===== config.mk =====
export PLATFORM = sky130hd
export DESIGN_NAME = dcc_top
export DESIGN_NICKNAME = d
export VERILOG_FILES = /design/src/logic/dcc_uart_rx.v /design/src/logic/dcc_uart_tx.v /design/src/logic/dcc_top.v
export VERILOG_INCLUDE_DIRS = /design/src /design/src/logic
export SDC_FILE = /design/constraint.sdc
export NUM_CORES = 1
export LEC_CHECK = 0
export BUFFER_PORTS_ARGS = -buffer_cell sky130_fd_sc_hd__buf_2
export CORE_UTILIZATION = 55
export CTS_BUF_LIST = sky130_fd_sc_hd__clkbuf_8
export DETAILED_ROUTE_END_ITERATION = 8
export HOLD_SLACK_MARGIN = 0.12
export PLACE_DENSITY = 0.74
export RECOVER_POWER = 25
export REMOVE_ABC_BUFFERS = 1
export SYNTH_ARGS = -nofsm -noshare
export SYNTH_HDL_FRONTEND = slang
export SYNTH_SLANG_ARGS = --single-unit

===== constraint.sdc =====
create_clock -name MCLK_I -period 3.4 [get_ports MCLK_I]
set_input_delay 0 -clock MCLK_I [delete_from_list [all_inputs] [get_ports MCLK_I]]
set_output_delay 0 -clock MCLK_I [all_outputs]
set_load 0.01 [all_outputs]

===== src/logic/dcc_defs.vh =====
// Overview of operation
// - Commands 00H, 02H, 03H return revision, status and runtime counter to host.
// - Command 04H writes control register from next byte; 05H reads it back.
// - Under read protection a control write is accepted but keeps the halt flag.
// - Outside halt only commands 00H, 02H, 04H, 05H execute; others need halt.
// - Read protection refuses PC, register read, memory access and step, stuff, execute.
// - Under read protection register write 08H only reaches flash control registers.
// - Under read protection only mass-erase may be written to flash control at FF8H.
// - Command 0EH returns program memory checksum, also under read protection.
// - Revision value identifies command set version and changes with commands.
// - Writing 81H to control resets device and leaves it halted.
// - Writing 41H to control resets device, runs with breakpoints enabled.
// - While halted, writing 40H resumes execution with breakpoints enabled.
// - Setting halt flag bit 7 enters debug state; CPU stops fetching.
// - Clearing halt flag returns to normal state; CPU resumes fetching.
// - Hardware sets halt flag on breakpoint opcode with breakpoints enabled.
// - With read protection, writing 0 cannot clear halt flag; only reset can.
// - Breakpoint enable bit 6 resets disabled; opcode 00H then acts as no-op.
// - Enabled breakpoint opcode acts per breakpoint loop bit 4.
// - With acknowledge enable bit 5 set, FFH is sent on each breakpoint taken while breakpoint enable bit 6 is set.
// - Unit is transmitter, receiver, baud generator and command controller.
`ifndef DCC_DEFS_VH
`define DCC_DEFS_VH
`define DCC_CMD_REV 8'h00
`define DCC_CMD_STAT 8'h02
`define DCC_CMD_RTC 8'h03
`define DCC_CMD_WCTL 8'h04
`define DCC_CMD_RCTL 8'h05
`define DCC_CMD_WPC 8'h06
`define DCC_CMD_RPC 8'h07
`define DCC_CMD_WREG 8'h08
`define DCC_CMD_RREG 8'h09
`define DCC_CMD_WPM 8'h0a
`define DCC_CMD_RPM 8'h0b
`define DCC_CMD_WDM 8'h0c
`define DCC_CMD_RDM 8'h0d
`define DCC_CMD_CRC 8'h0e
`define DCC_CMD_STEP 8'h10
`define DCC_CMD_STUFF 8'h11
`define DCC_CMD_EXEC 8'h12
`define DCC_BIT_HALT 7
`define DCC_BIT_BREAKPOINT_ENABLE 6
`define DCC_BIT_ACK 5
`define DCC_BIT_LOOP 4
`define DCC_BIT_RST 0
`define DCC_CTL_RESET 8'h00
`define DCC_CTL_WMASK 8'hf1
`define DCC_ACK_BYTE 8'hff
`define DCC_REVISION 16'h0100
`define DCC_FCTL_LO 12'hff8
`define DCC_FCTL_HI 12'hfff
`define DCC_FCTL_ADDR 12'hff8
`define DCC_MASS_ERASE 8'h63
`define DCC_BAUD_DIV 16'h0040
`endif


===== src/logic/dcc_uart_rx.v =====
`include "dcc_defs.vh"
`default_nettype none
module dcc_uart_rx (
    input wire clk_i,
    input wire rst_n_i,
    input wire [15:0] div_i,
    input wire rx_i,
    output reg [7:0] data_o,
    output reg valid_o
);
    reg [15:0] cnt_q;
    reg [3:0] bit_q;
    reg [7:0] sh_q;
    reg busy_q;
    always @(posedge clk_i or negedge rst_n_i) begin
        if (!rst_n_i) begin
            cnt_q <= 16'h0000;
            bit_q <= 4'h0;
            sh_q <= 8'h00;
            busy_q <= 1'b0;
            data_o <= 8'h00;
            valid_o <= 1'b0;
        end else begin
            valid_o <= 1'b0;
            if (!busy_q) begin
                if (!rx_i) begin
                    busy_q <= 1'b1;
                    cnt_q <= {1'b0, div_i[15:1]};
                    bit_q <= 4'h0;
                end
            end else if (cnt_q != 16'h0000) begin
                cnt_q <= cnt_q - 16'h0001;
            end else begin
                cnt_q <= div_i;
                bit_q <= bit_q + 4'h1;
                if (bit_q == 4'h0 && rx_i) begin
                    busy_q <= 1'b0;
                end else if (bit_q >= 4'h1 && bit_q <= 4'h8) begin
                    sh_q <= {rx_i, sh_q[7:1]};
                end else if (bit_q == 4'h9) begin
                    busy_q <= 1'b0;
                    data_o <= sh_q;
                    valid_o <= rx_i;
                end
            end
        end
    end
endmodule
`default_nettype wire


===== src/logic/dcc_uart_tx.v =====
`include "dcc_defs.vh"
`default_nettype none
module dcc_uart_tx (
    input wire clk_i,
    input wire rst_n_i,
    input wire [15:0] div_i,
    input wire [7:0] data_i,
    input wire start_i,
    output reg tx_o,
    output reg busy_o
);
    reg [15:0] cnt_q;
    reg [3:0] bit_q;
    reg [9:0] sh_q;
    always @(posedge clk_i or negedge rst_n_i) begin
        if (!rst_n_i) begin
            cnt_q <= 16'h0000;
            bit_q <= 4'h0;
            sh_q <= 10'h3ff;
            tx_o <= 1'b1;
            busy_o <= 1'b0;
        end else if (!busy_o) begin
            tx_o <= 1'b1;
            if (start_i) begin
                busy_o <= 1'b1;
                sh_q <= {1'b1, data_i, 1'b0};
                bit_q <= 4'h0;
                cnt_q <= 16'h0000;
            end
        end else if (cnt_q != 16'h0000) begin
            cnt_q <= cnt_q - 16'h0001;
        end else if (bit_q == 4'ha) begin
            busy_o <= 1'b0;
            tx_o <= 1'b1;
        end else begin
            tx_o <= sh_q[0];
            sh_q <= {1'b1, sh_q[9:1]};
            bit_q <= bit_q + 4'h1;
            cnt_q <= div_i;
        end
    end
endmodule
`default_nettype wire


===== src/logic/dcc_top.v =====
`include "dcc_defs.vh"
`default_nettype none
module dcc_top (
    input wire MCLK_I,
    input wire RST_N_I,
    input wire DBG_RX_I,
    output reg DBG_TX_O,
    input wire READ_PROTECT_I,
    input wire BRK_DECODE_I,
    input wire [7:0] STATUS_I,
    input wire [15:0] PC_I,
    input wire [7:0] RD_DATA_I,
    input wire CPU_READY_I,
    input wire [15:0] CRC_I,
    output reg CPU_HALT_O,
    output reg BRK_AS_NOP_O,
    output reg BRK_LOOP_O,
    output reg DEV_RESET_O,
    output reg [7:0] CTRL_O,
    output reg REQ_O,
    output reg [3:0] REQ_KIND_O,
    output reg [15:0] REQ_ADDR_O,
    output reg [7:0] REQ_DATA_O
);
    // ****************************************
    // Serial link
    // ****************************************
    localparam [3:0] K_WPC = 4'h1, K_RPC = 4'h2, K_WREG = 4'h3, K_RREG = 4'h4;
    localparam [3:0] K_WPM = 4'h5, K_RPM = 4'h6, K_WDM = 4'h7, K_RDM = 4'h8;
    localparam [3:0] K_STEP = 4'h9, K_STUFF = 4'ha, K_EXEC = 4'hb;
    localparam [3:0] K_CRC = 4'hc, K_RTC = 4'hd;
    localparam [2:0] S_CMD = 3'd0, S_ARG = 3'd1, S_REQ = 3'd2, S_SEND = 3'd3;
    localparam [2:0] S_WAIT = 3'd4;
    wire [7:0] rx_data;
    wire rx_valid;
    wire tx_line;
    wire tx_busy;
    reg tx_start;
    reg [7:0] tx_byte;
    dcc_uart_rx u_rx (
        .clk_i(MCLK_I),
        .rst_n_i(RST_N_I),
        .div_i(`DCC_BAUD_DIV),
        .rx_i(DBG_RX_I),
        .data_o(rx_data),
        .valid_o(rx_valid)
    );
    dcc_uart_tx u_tx (
        .clk_i(MCLK_I),
        .rst_n_i(RST_N_I),
        .div_i(`DCC_BAUD_DIV),
        .data_i(tx_byte),
        .start_i(tx_start),
        .tx_o(tx_line),
        .busy_o(tx_busy)
    );
    // ****************************************
    // Command decode helpers
    // ****************************************
    function [3:0] cmd_kind;
        input [7:0] c;
        begin
            case (c)
                `DCC_CMD_WPC: cmd_kind = K_WPC;
                `DCC_CMD_RPC: cmd_kind = K_RPC;
                `DCC_CMD_WREG: cmd_kind = K_WREG;
                `DCC_CMD_RREG: cmd_kind = K_RREG;
                `DCC_CMD_WPM: cmd_kind = K_WPM;
                `DCC_CMD_RPM: cmd_kind = K_RPM;
                `DCC_CMD_WDM: cmd_kind = K_WDM;
                `DCC_CMD_RDM: cmd_kind = K_RDM;
                `DCC_CMD_STEP: cmd_kind = K_STEP;
                `DCC_CMD_STUFF: cmd_kind = K_STUFF;
                `DCC_CMD_EXEC: cmd_kind = K_EXEC;
                `DCC_CMD_CRC: cmd_kind = K_CRC;
                `DCC_CMD_RTC: cmd_kind = K_RTC;
                default: cmd_kind = 4'h0;
            endcase
        end
    endfunction
    // Argument bytes: 2 address + 1 data for register/memory writes, 2 address for their reads, 2 for PC write
    function [1:0] arg_count;
        input [3:0] kd;
        begin
            case (kd)
                K_WPC: arg_count = 2'd2;
                K_WREG, K_WPM, K_WDM: arg_count = 2'd3;
                K_RREG, K_RPM, K_RDM: arg_count = 2'd2;
                K_STUFF, K_EXEC: arg_count = 2'd1;
                default: arg_count = 2'd0;
            endcase
        end
    endfunction
    // ****************************************
    // Control register and command FSM
    // ****************************************
    reg [7:0] ctl_q;
    reg [31:0] rtc_q;
    reg [2:0] st_q;
    reg [3:0] kind_q;
    reg [1:0] argn_q;
    reg [23:0] arg_q;
    reg [31:0] out_q;
    reg [2:0] outn_q;
    reg wctl_q;
    reg ack_pend_q;
    reg [7:0] wr;
    reg allowed;
    reg [3:0] k;
    always @* begin
        k = cmd_kind(rx_data);
        allowed = ctl_q[`DCC_BIT_HALT] && k != 4'h0;
        if (READ_PROTECT_I && k != K_CRC && k != K_RTC && k != K_WREG) begin
            allowed = 1'b0;
        end
        wr = rx_data & `DCC_CTL_WMASK;
        if (READ_PROTECT_I && ctl_q[`DCC_BIT_HALT]) begin
            wr[`DCC_BIT_HALT] = 1'b1;
        end
    end
    always @(posedge MCLK_I or negedge RST_N_I) begin
        if (!RST_N_I) begin
            ctl_q <= `DCC_CTL_RESET;
            rtc_q <= 32'h00000000;
            st_q <= S_CMD;
            kind_q <= 4'h0;
            argn_q <= 2'd0;
            arg_q <= 24'h000000;
            out_q <= 32'h00000000;
            outn_q <= 3'd0;
            wctl_q <= 1'b0;
            ack_pend_q <= 1'b0;
            tx_start <= 1'b0;
            tx_byte <= 8'h00;
            REQ_O <= 1'b0;
            REQ_KIND_O <= 4'h0;
            REQ_ADDR_O <= 16'h0000;
            REQ_DATA_O <= 8'h00;
        end else begin
            tx_start <= 1'b0;
            REQ_O <= 1'b0;
            if (!ctl_q[`DCC_BIT_HALT]) begin
                rtc_q <= rtc_q + 32'h00000001;
            end
            if (ctl_q[`DCC_BIT_RST]) begin
                ctl_q[`DCC_BIT_RST] <= 1'b0;
            end
            case (st_q)
                S_CMD: begin
                    if (ack_pend_q && !tx_busy && !tx_start) begin
                        tx_byte <= `DCC_ACK_BYTE;
                        tx_start <= 1'b1;
                        ack_pend_q <= 1'b0;
                    end else if (rx_valid) begin
                        kind_q <= k;
                        arg_q <= 24'h000000;
                        case (rx_data)
                            `DCC_CMD_REV: begin
                                out_q <= {`DCC_REVISION, 16'h0000};
                                outn_q <= 3'd2;
                                st_q <= S_SEND;
                            end
                            `DCC_CMD_STAT: begin
                                out_q <= {STATUS_I, 24'h000000};
                                outn_q <= 3'd1;
                                st_q <= S_SEND;
                            end
                            `DCC_CMD_WCTL: begin
                                wctl_q <= 1'b1;
                                argn_q <= 2'd1;
                                st_q <= S_ARG;
                            end
                            `DCC_CMD_RCTL: begin
                                out_q <= {ctl_q & `DCC_CTL_WMASK, 24'h000000};
                                outn_q <= 3'd1;
                                st_q <= S_SEND;
                            end
                            default: begin
                                if (allowed) begin
                                    wctl_q <= 1'b0;
                                    argn_q <= arg_count(k);
                                    st_q <= (arg_count(k) == 2'd0) ? S_REQ : S_ARG;
                                end
                            end
                        endcase
                    end
                end
                S_ARG: begin
                    if (rx_valid) begin
                        if (wctl_q) begin
                            wctl_q <= 1'b0;
                            st_q <= S_CMD;
                            ctl_q <= wr;
                        end else begin
                            arg_q <= {arg_q[15:0], rx_data};
                            argn_q <= argn_q - 2'd1;
                            if (argn_q == 2'd1) begin
                                st_q <= S_REQ;
                            end
                        end
                    end
                end
                S_REQ: begin
                    st_q <= S_CMD;
                    case (kind_q)
                        K_CRC: begin
                            out_q <= {CRC_I, 16'h0000};
                            outn_q <= 3'd2;
                            st_q <= S_SEND;
                        end
                        K_RTC: begin
                            out_q <= rtc_q;
                            outn_q <= 3'd4;
                            st_q <= S_SEND;
                        end
                        K_RPC: begin
                            out_q <= {PC_I, 16'h0000};
                            outn_q <= 3'd2;
                            st_q <= S_SEND;
                        end
                        K_WREG: begin
                            if (!READ_PROTECT_I || (arg_q[23:20] == 4'h0 &&
                                arg_q[19:8] >= `DCC_FCTL_LO &&
                                arg_q[19:8] <= `DCC_FCTL_HI && (arg_q[19:8] !=
                                `DCC_FCTL_ADDR || arg_q[7:0] == `DCC_MASS_ERASE))) begin
                                REQ_O <= 1'b1;
                            end
                        end
                        default: begin
                            REQ_O <= 1'b1;
                            if (kind_q == K_RREG || kind_q == K_RPM || kind_q == K_RDM) begin
                                st_q <= S_WAIT;
                            end
                        end
                    endcase
                    REQ_KIND_O <= kind_q;
                    REQ_ADDR_O <= (argn_q == 2'd0 && arg_count(kind_q) == 2'd3) ?
                        arg_q[23:8] : arg_q[15:0];
                    REQ_DATA_O <= arg_q[7:0];
                end
                S_WAIT: begin
                    if (CPU_READY_I) begin
                        out_q <= {RD_DATA_I, 24'h000000};
                        outn_q <= 3'd1;
                        st_q <= S_SEND;
                    end
                end
                S_SEND: begin
                    if (outn_q == 3'd0) begin
                        st_q <= S_CMD;
                    end else if (!tx_busy && !tx_start) begin
                        tx_byte <= out_q[31:24];
                        tx_start <= 1'b1;
                        out_q <= {out_q[23:0], 8'h00};
                        outn_q <= outn_q - 3'd1;
                    end
                end
                default: st_q <= S_CMD;
            endcase
            // breakpoint halts CPU, wins over a same-cycle write
            if (BRK_DECODE_I && ctl_q[`DCC_BIT_BREAKPOINT_ENABLE]) begin
                ctl_q[`DCC_BIT_HALT] <= 1'b1;
                ack_pend_q <= ctl_q[`DCC_BIT_ACK];
            end
        end
    end
    // ****************************************
    // Registered outputs
    // ****************************************
    always @(posedge MCLK_I or negedge RST_N_I) begin
        if (!RST_N_I) begin
            DBG_TX_O <= 1'b1;
            CPU_HALT_O <= 1'b0;
            BRK_AS_NOP_O <= 1'b1;
            BRK_LOOP_O <= 1'b0;
            DEV_RESET_O <= 1'b0;
            CTRL_O <= 8'h00;
        end else begin
            DBG_TX_O <= tx_line;
            CPU_HALT_O <= ctl_q[`DCC_BIT_HALT];
            BRK_AS_NOP_O <= ~ctl_q[`DCC_BIT_BREAKPOINT_ENABLE];
            BRK_LOOP_O <= ctl_q[`DCC_BIT_LOOP];
            DEV_RESET_O <= ctl_q[`DCC_BIT_RST];
            CTRL_O <= ctl_q & `DCC_CTL_WMASK;
        end
    end
endmodule
`default_nettype wire


==> run_results.csv <==
group,metric,value,unit
synthesis,ys_async_sr_fraction,1.00,
placement,place_congestion,0.871,
setup_path,worstPathArrival,3700,ps
cts,clk_latency,530,ps
floorplanning,die-area,20600,sq um
routing,post_drt_wl_per_cell,16.1,microns
synthesis,yosysWarnings,0,
run_status,violations,"capacitance limit, slew limit",
setup_path,path_class,"reg2reg",
floorplanning,core,19600,sq um
synthesis,ys_ff_latch,221,
layout,syn_to_final_growth,17.8,%
power_and_ir_drop,p_leak,5.92,nW
job,drv_cap,1,
power_and_ir_drop,p_per_area,580,nW/um^2
setup_path,cp-start-kind,"flip-flop",
global_route,antenna_found_initial,0,
floorplanning,die_x,144,microns
sta,min_period_over_period,0.968,
cts,root_buffer,"clkbuf_8",
sta,fin_skew,20.2,ps
global_route,grt_pass1_vias,8340,
cts,cts.htree.levels,2,
synthesis,ys_seq_area_frac,0.502,
worst_hold_path,hold_class,"in2reg",
synthesis,synthCells,1153,
synthesis,synth_edf_count,0,
sta,fmax,304,MHz
sta,timing.hold.ws,282,ps
sta,hold_violations,0,
floorplanning,dieHeight,144,microns
sta,setup_violations,0,
cts,clockBufferDepth,3,
setup_path,end_kind,"flip-flop",
floorplanning,fp-row-count,51,
placement,detailed_place.area,11800,sq um
routing,dr.pass1.iters,7,
routing,viasPerCell,5.63,
synthesis,ys_types,81,
cts,clk_pin_slew_worst_paths,60,ps
cts,cts_tree,"done",
power_and_ir_drop,p_total,7.54,mW
sta,period_needed,3290,ps
layout,drive_gt1_frac,0.187,
routing,ant_nets,0,
layout,design_area,13000,sq um
synthesis,syn_area,11000,sq um
placement,io_buffers,92,
synthesis,synth_area_per_cell,9.58,sq um
layout,diodes,0,
synthesis,synth-main-ff-cell,"dfrtp_1",
placement,dpl.hpwl,16600,microns
global_route,grt_usage,0.254,
cts,cts_buffers,38,
sta,maxSlewHeadroom,-0.785,
global_route,grt_pass1_wl,41600,microns
global_route,grt_overflow_total,0,
sta,rsz0062_at_grt,"true",
cts,clock-sinks,221,
routing,drt_iter0_markers,469,
floorplanning,initial_utilization,0.564,
layout,nNetsFinal,1360,
sta,slew_violations,119,
routing,routed_wirelength,25400,microns
sta,worst_pin_slew,2680,ps
routing,drcViolationCount,0,
run_status,status,"finished, violations left",
routing,num_vias,8891,
floorplanning,ioPinCount,96,
power_and_ir_drop,ir_drop,340,uV
sta,fin_setup_tns,0,ps
setup_path,worst-path-max-fanout,17,
global_route,grt_max_degree,121,
setup_path,crit_required,3800,ps
-- area by class of cell --
cell class	instances	area, sq um
timing repair buffer	158	1090
clock buffer	52	716
sequential	221	5550
inverter	32	120
clock inverter	16	93.8
multi-input combinational	834	5100
tap	265	332
fill	1606	6580
-- critical path, stage by stage (launching register included) --
cell	delay [ps]
dfrtp_2	440
and3b_2	260
and2_4	190
buf_6	160
and2_1	170
buf_4	190
a222oi_1	310
nand2_1	110
dlygate4sd3_1	580
a21oi_1	140
dlygate4sd3_1	560
o21ai_0	60
-- path summary, 6_finish.rpt --
kind	depth (start not counted)	startpoint	slack, ps	to
max in group asynchronous	2	RST_N_I	760	st_q[1]$_DFFE_PN0P_
max reg2reg	11	kind_q[2]$_DFFE_PN0P_	110	out_q[26]$_DFFE_PN0P_
min in group asynchronous	2	RST_N_I	890	REQ_ADDR_O[7]$_DFFE_PN0P_
min reg2reg	0	u_tx.tx_o$_DFFE_PN1N_	370	DBG_TX_O$_DFF_PN1_
max	11	kind_q[2]$_DFFE_PN0P_	110	out_q[26]$_DFFE_PN0P_
min	3	CPU_READY_I	280	st_q[2]$_DFFE_PN0P_
-- layer usage --
metal | share of wire | wire length, microns | vias up | global-route usage
met4 | 0.029 | 724 | 0 | 0.100
met2 | 0.44 | 11300 | 268 | 0.383
met5 | 0 | 0 | - | 0
li1 | - | - | 4351 | -
met3 | 0.051 | 1280 | 58 | 0.0397
met1 | 0.48 | 12100 | 4214 | 0.369
-- layout by cell type, fill, tap and decap left out, drive strengths merged, types with 23 or more instances in the layout --
| cell | count |
|---|---|
| a21oi | 59 |
| buf | 118 |
| clkbuf | 53 |
| dfrtp | 209 |
| dlygate4sd3 | 39 |
| inv | 43 |
| nand2 | 189 |
| nand3 | 26 |
| nor2 | 89 |
| nor3 | 23 |
| o21ai | 115 |
| xnor2 | 30 |
-- report_power, final --
| group | switching (mW) | total (mW) | internal (mW) | leakage, nW |
|---|---|---|---|---|
| clock | 1.05 | 2.49 | 1.43 | 0.458 |
| sequential | 0.337 | 3.42 | 3.09 | 2.92 |
| combinational | 0.945 | 1.63 | 0.681 | 2.54 |
-- Yosys cell counts (all sizes together), types with 5 or more instances --
library cell	n	area, sq um
o31ai	12	95.1
nor4	11	83.8
nand3b	12	90.1
nor4b	5	58.8
and2	9	56.3
xor2	9	78.8
mux2	17	191
o21ai	115	587
inv	32	120
dfrtp	209	5230
nor2b	7	43.8
nand3	26	135
or2	5	33.8
a31oi	9	56.3
or3	9	66.3
o221a	6	67.6
buf	20	138
clkbuf	48	180
dfstp	12	315
ha	21	263
a21oi	59	307
nor3	23	120
mux2i	22	220
nand2b	15	93.8
a22oi	18	135
nand4	8	50.1
a22o	18	158
nor2	89	334
xnor2	30	263
nand2	189	709
and3	7	43.8
a211oi	18	135
-- what timing repair did --
| action | in CTS | in global routing |
|---|---|---|
| hold endpoints to repair | 150 | 0 |
| setup endpoints to repair | 0 | 3 |
| hold buffers | 39 | 0 |
| gates resized for setup | 0 | 16 |
| buffers inserted | 0 | 2 |
-- flip-flops by register name, indices dropped and copies added, names as in the netlist, 9 cells and up --
register    flops
rtc_q          32
REQ_ADDR_O     16
u_tx.cnt_q     16
arg_q          24
u_rx.cnt_q     16
out_q          32
u_tx.sh_q       9
-- metrics by stage --
step            util  instances  worst slack, ps
4_1_cts        0.662       1576             35.0
3_5_place_dp   0.601       1469              475
5_1_grt        0.664       1578            -6.41
2_1_floorplan      -       1087              390
3_3_place_gp   0.601       1469              587
6_report       0.664       1578              108
-- kinds of logic after synthesis --
family                     share of synthesized area
AOI/OAI and AO/OA                              0.176
xor gates and xnor gates                      0.0309
DFF                                            0.502
and+or+nand+nor                                0.190
muxes                                         0.0373
adders and majority gates                     0.0238
other                                       0.000340
buffers and inverters                         0.0397
Power figures use the tool's default switching activity.
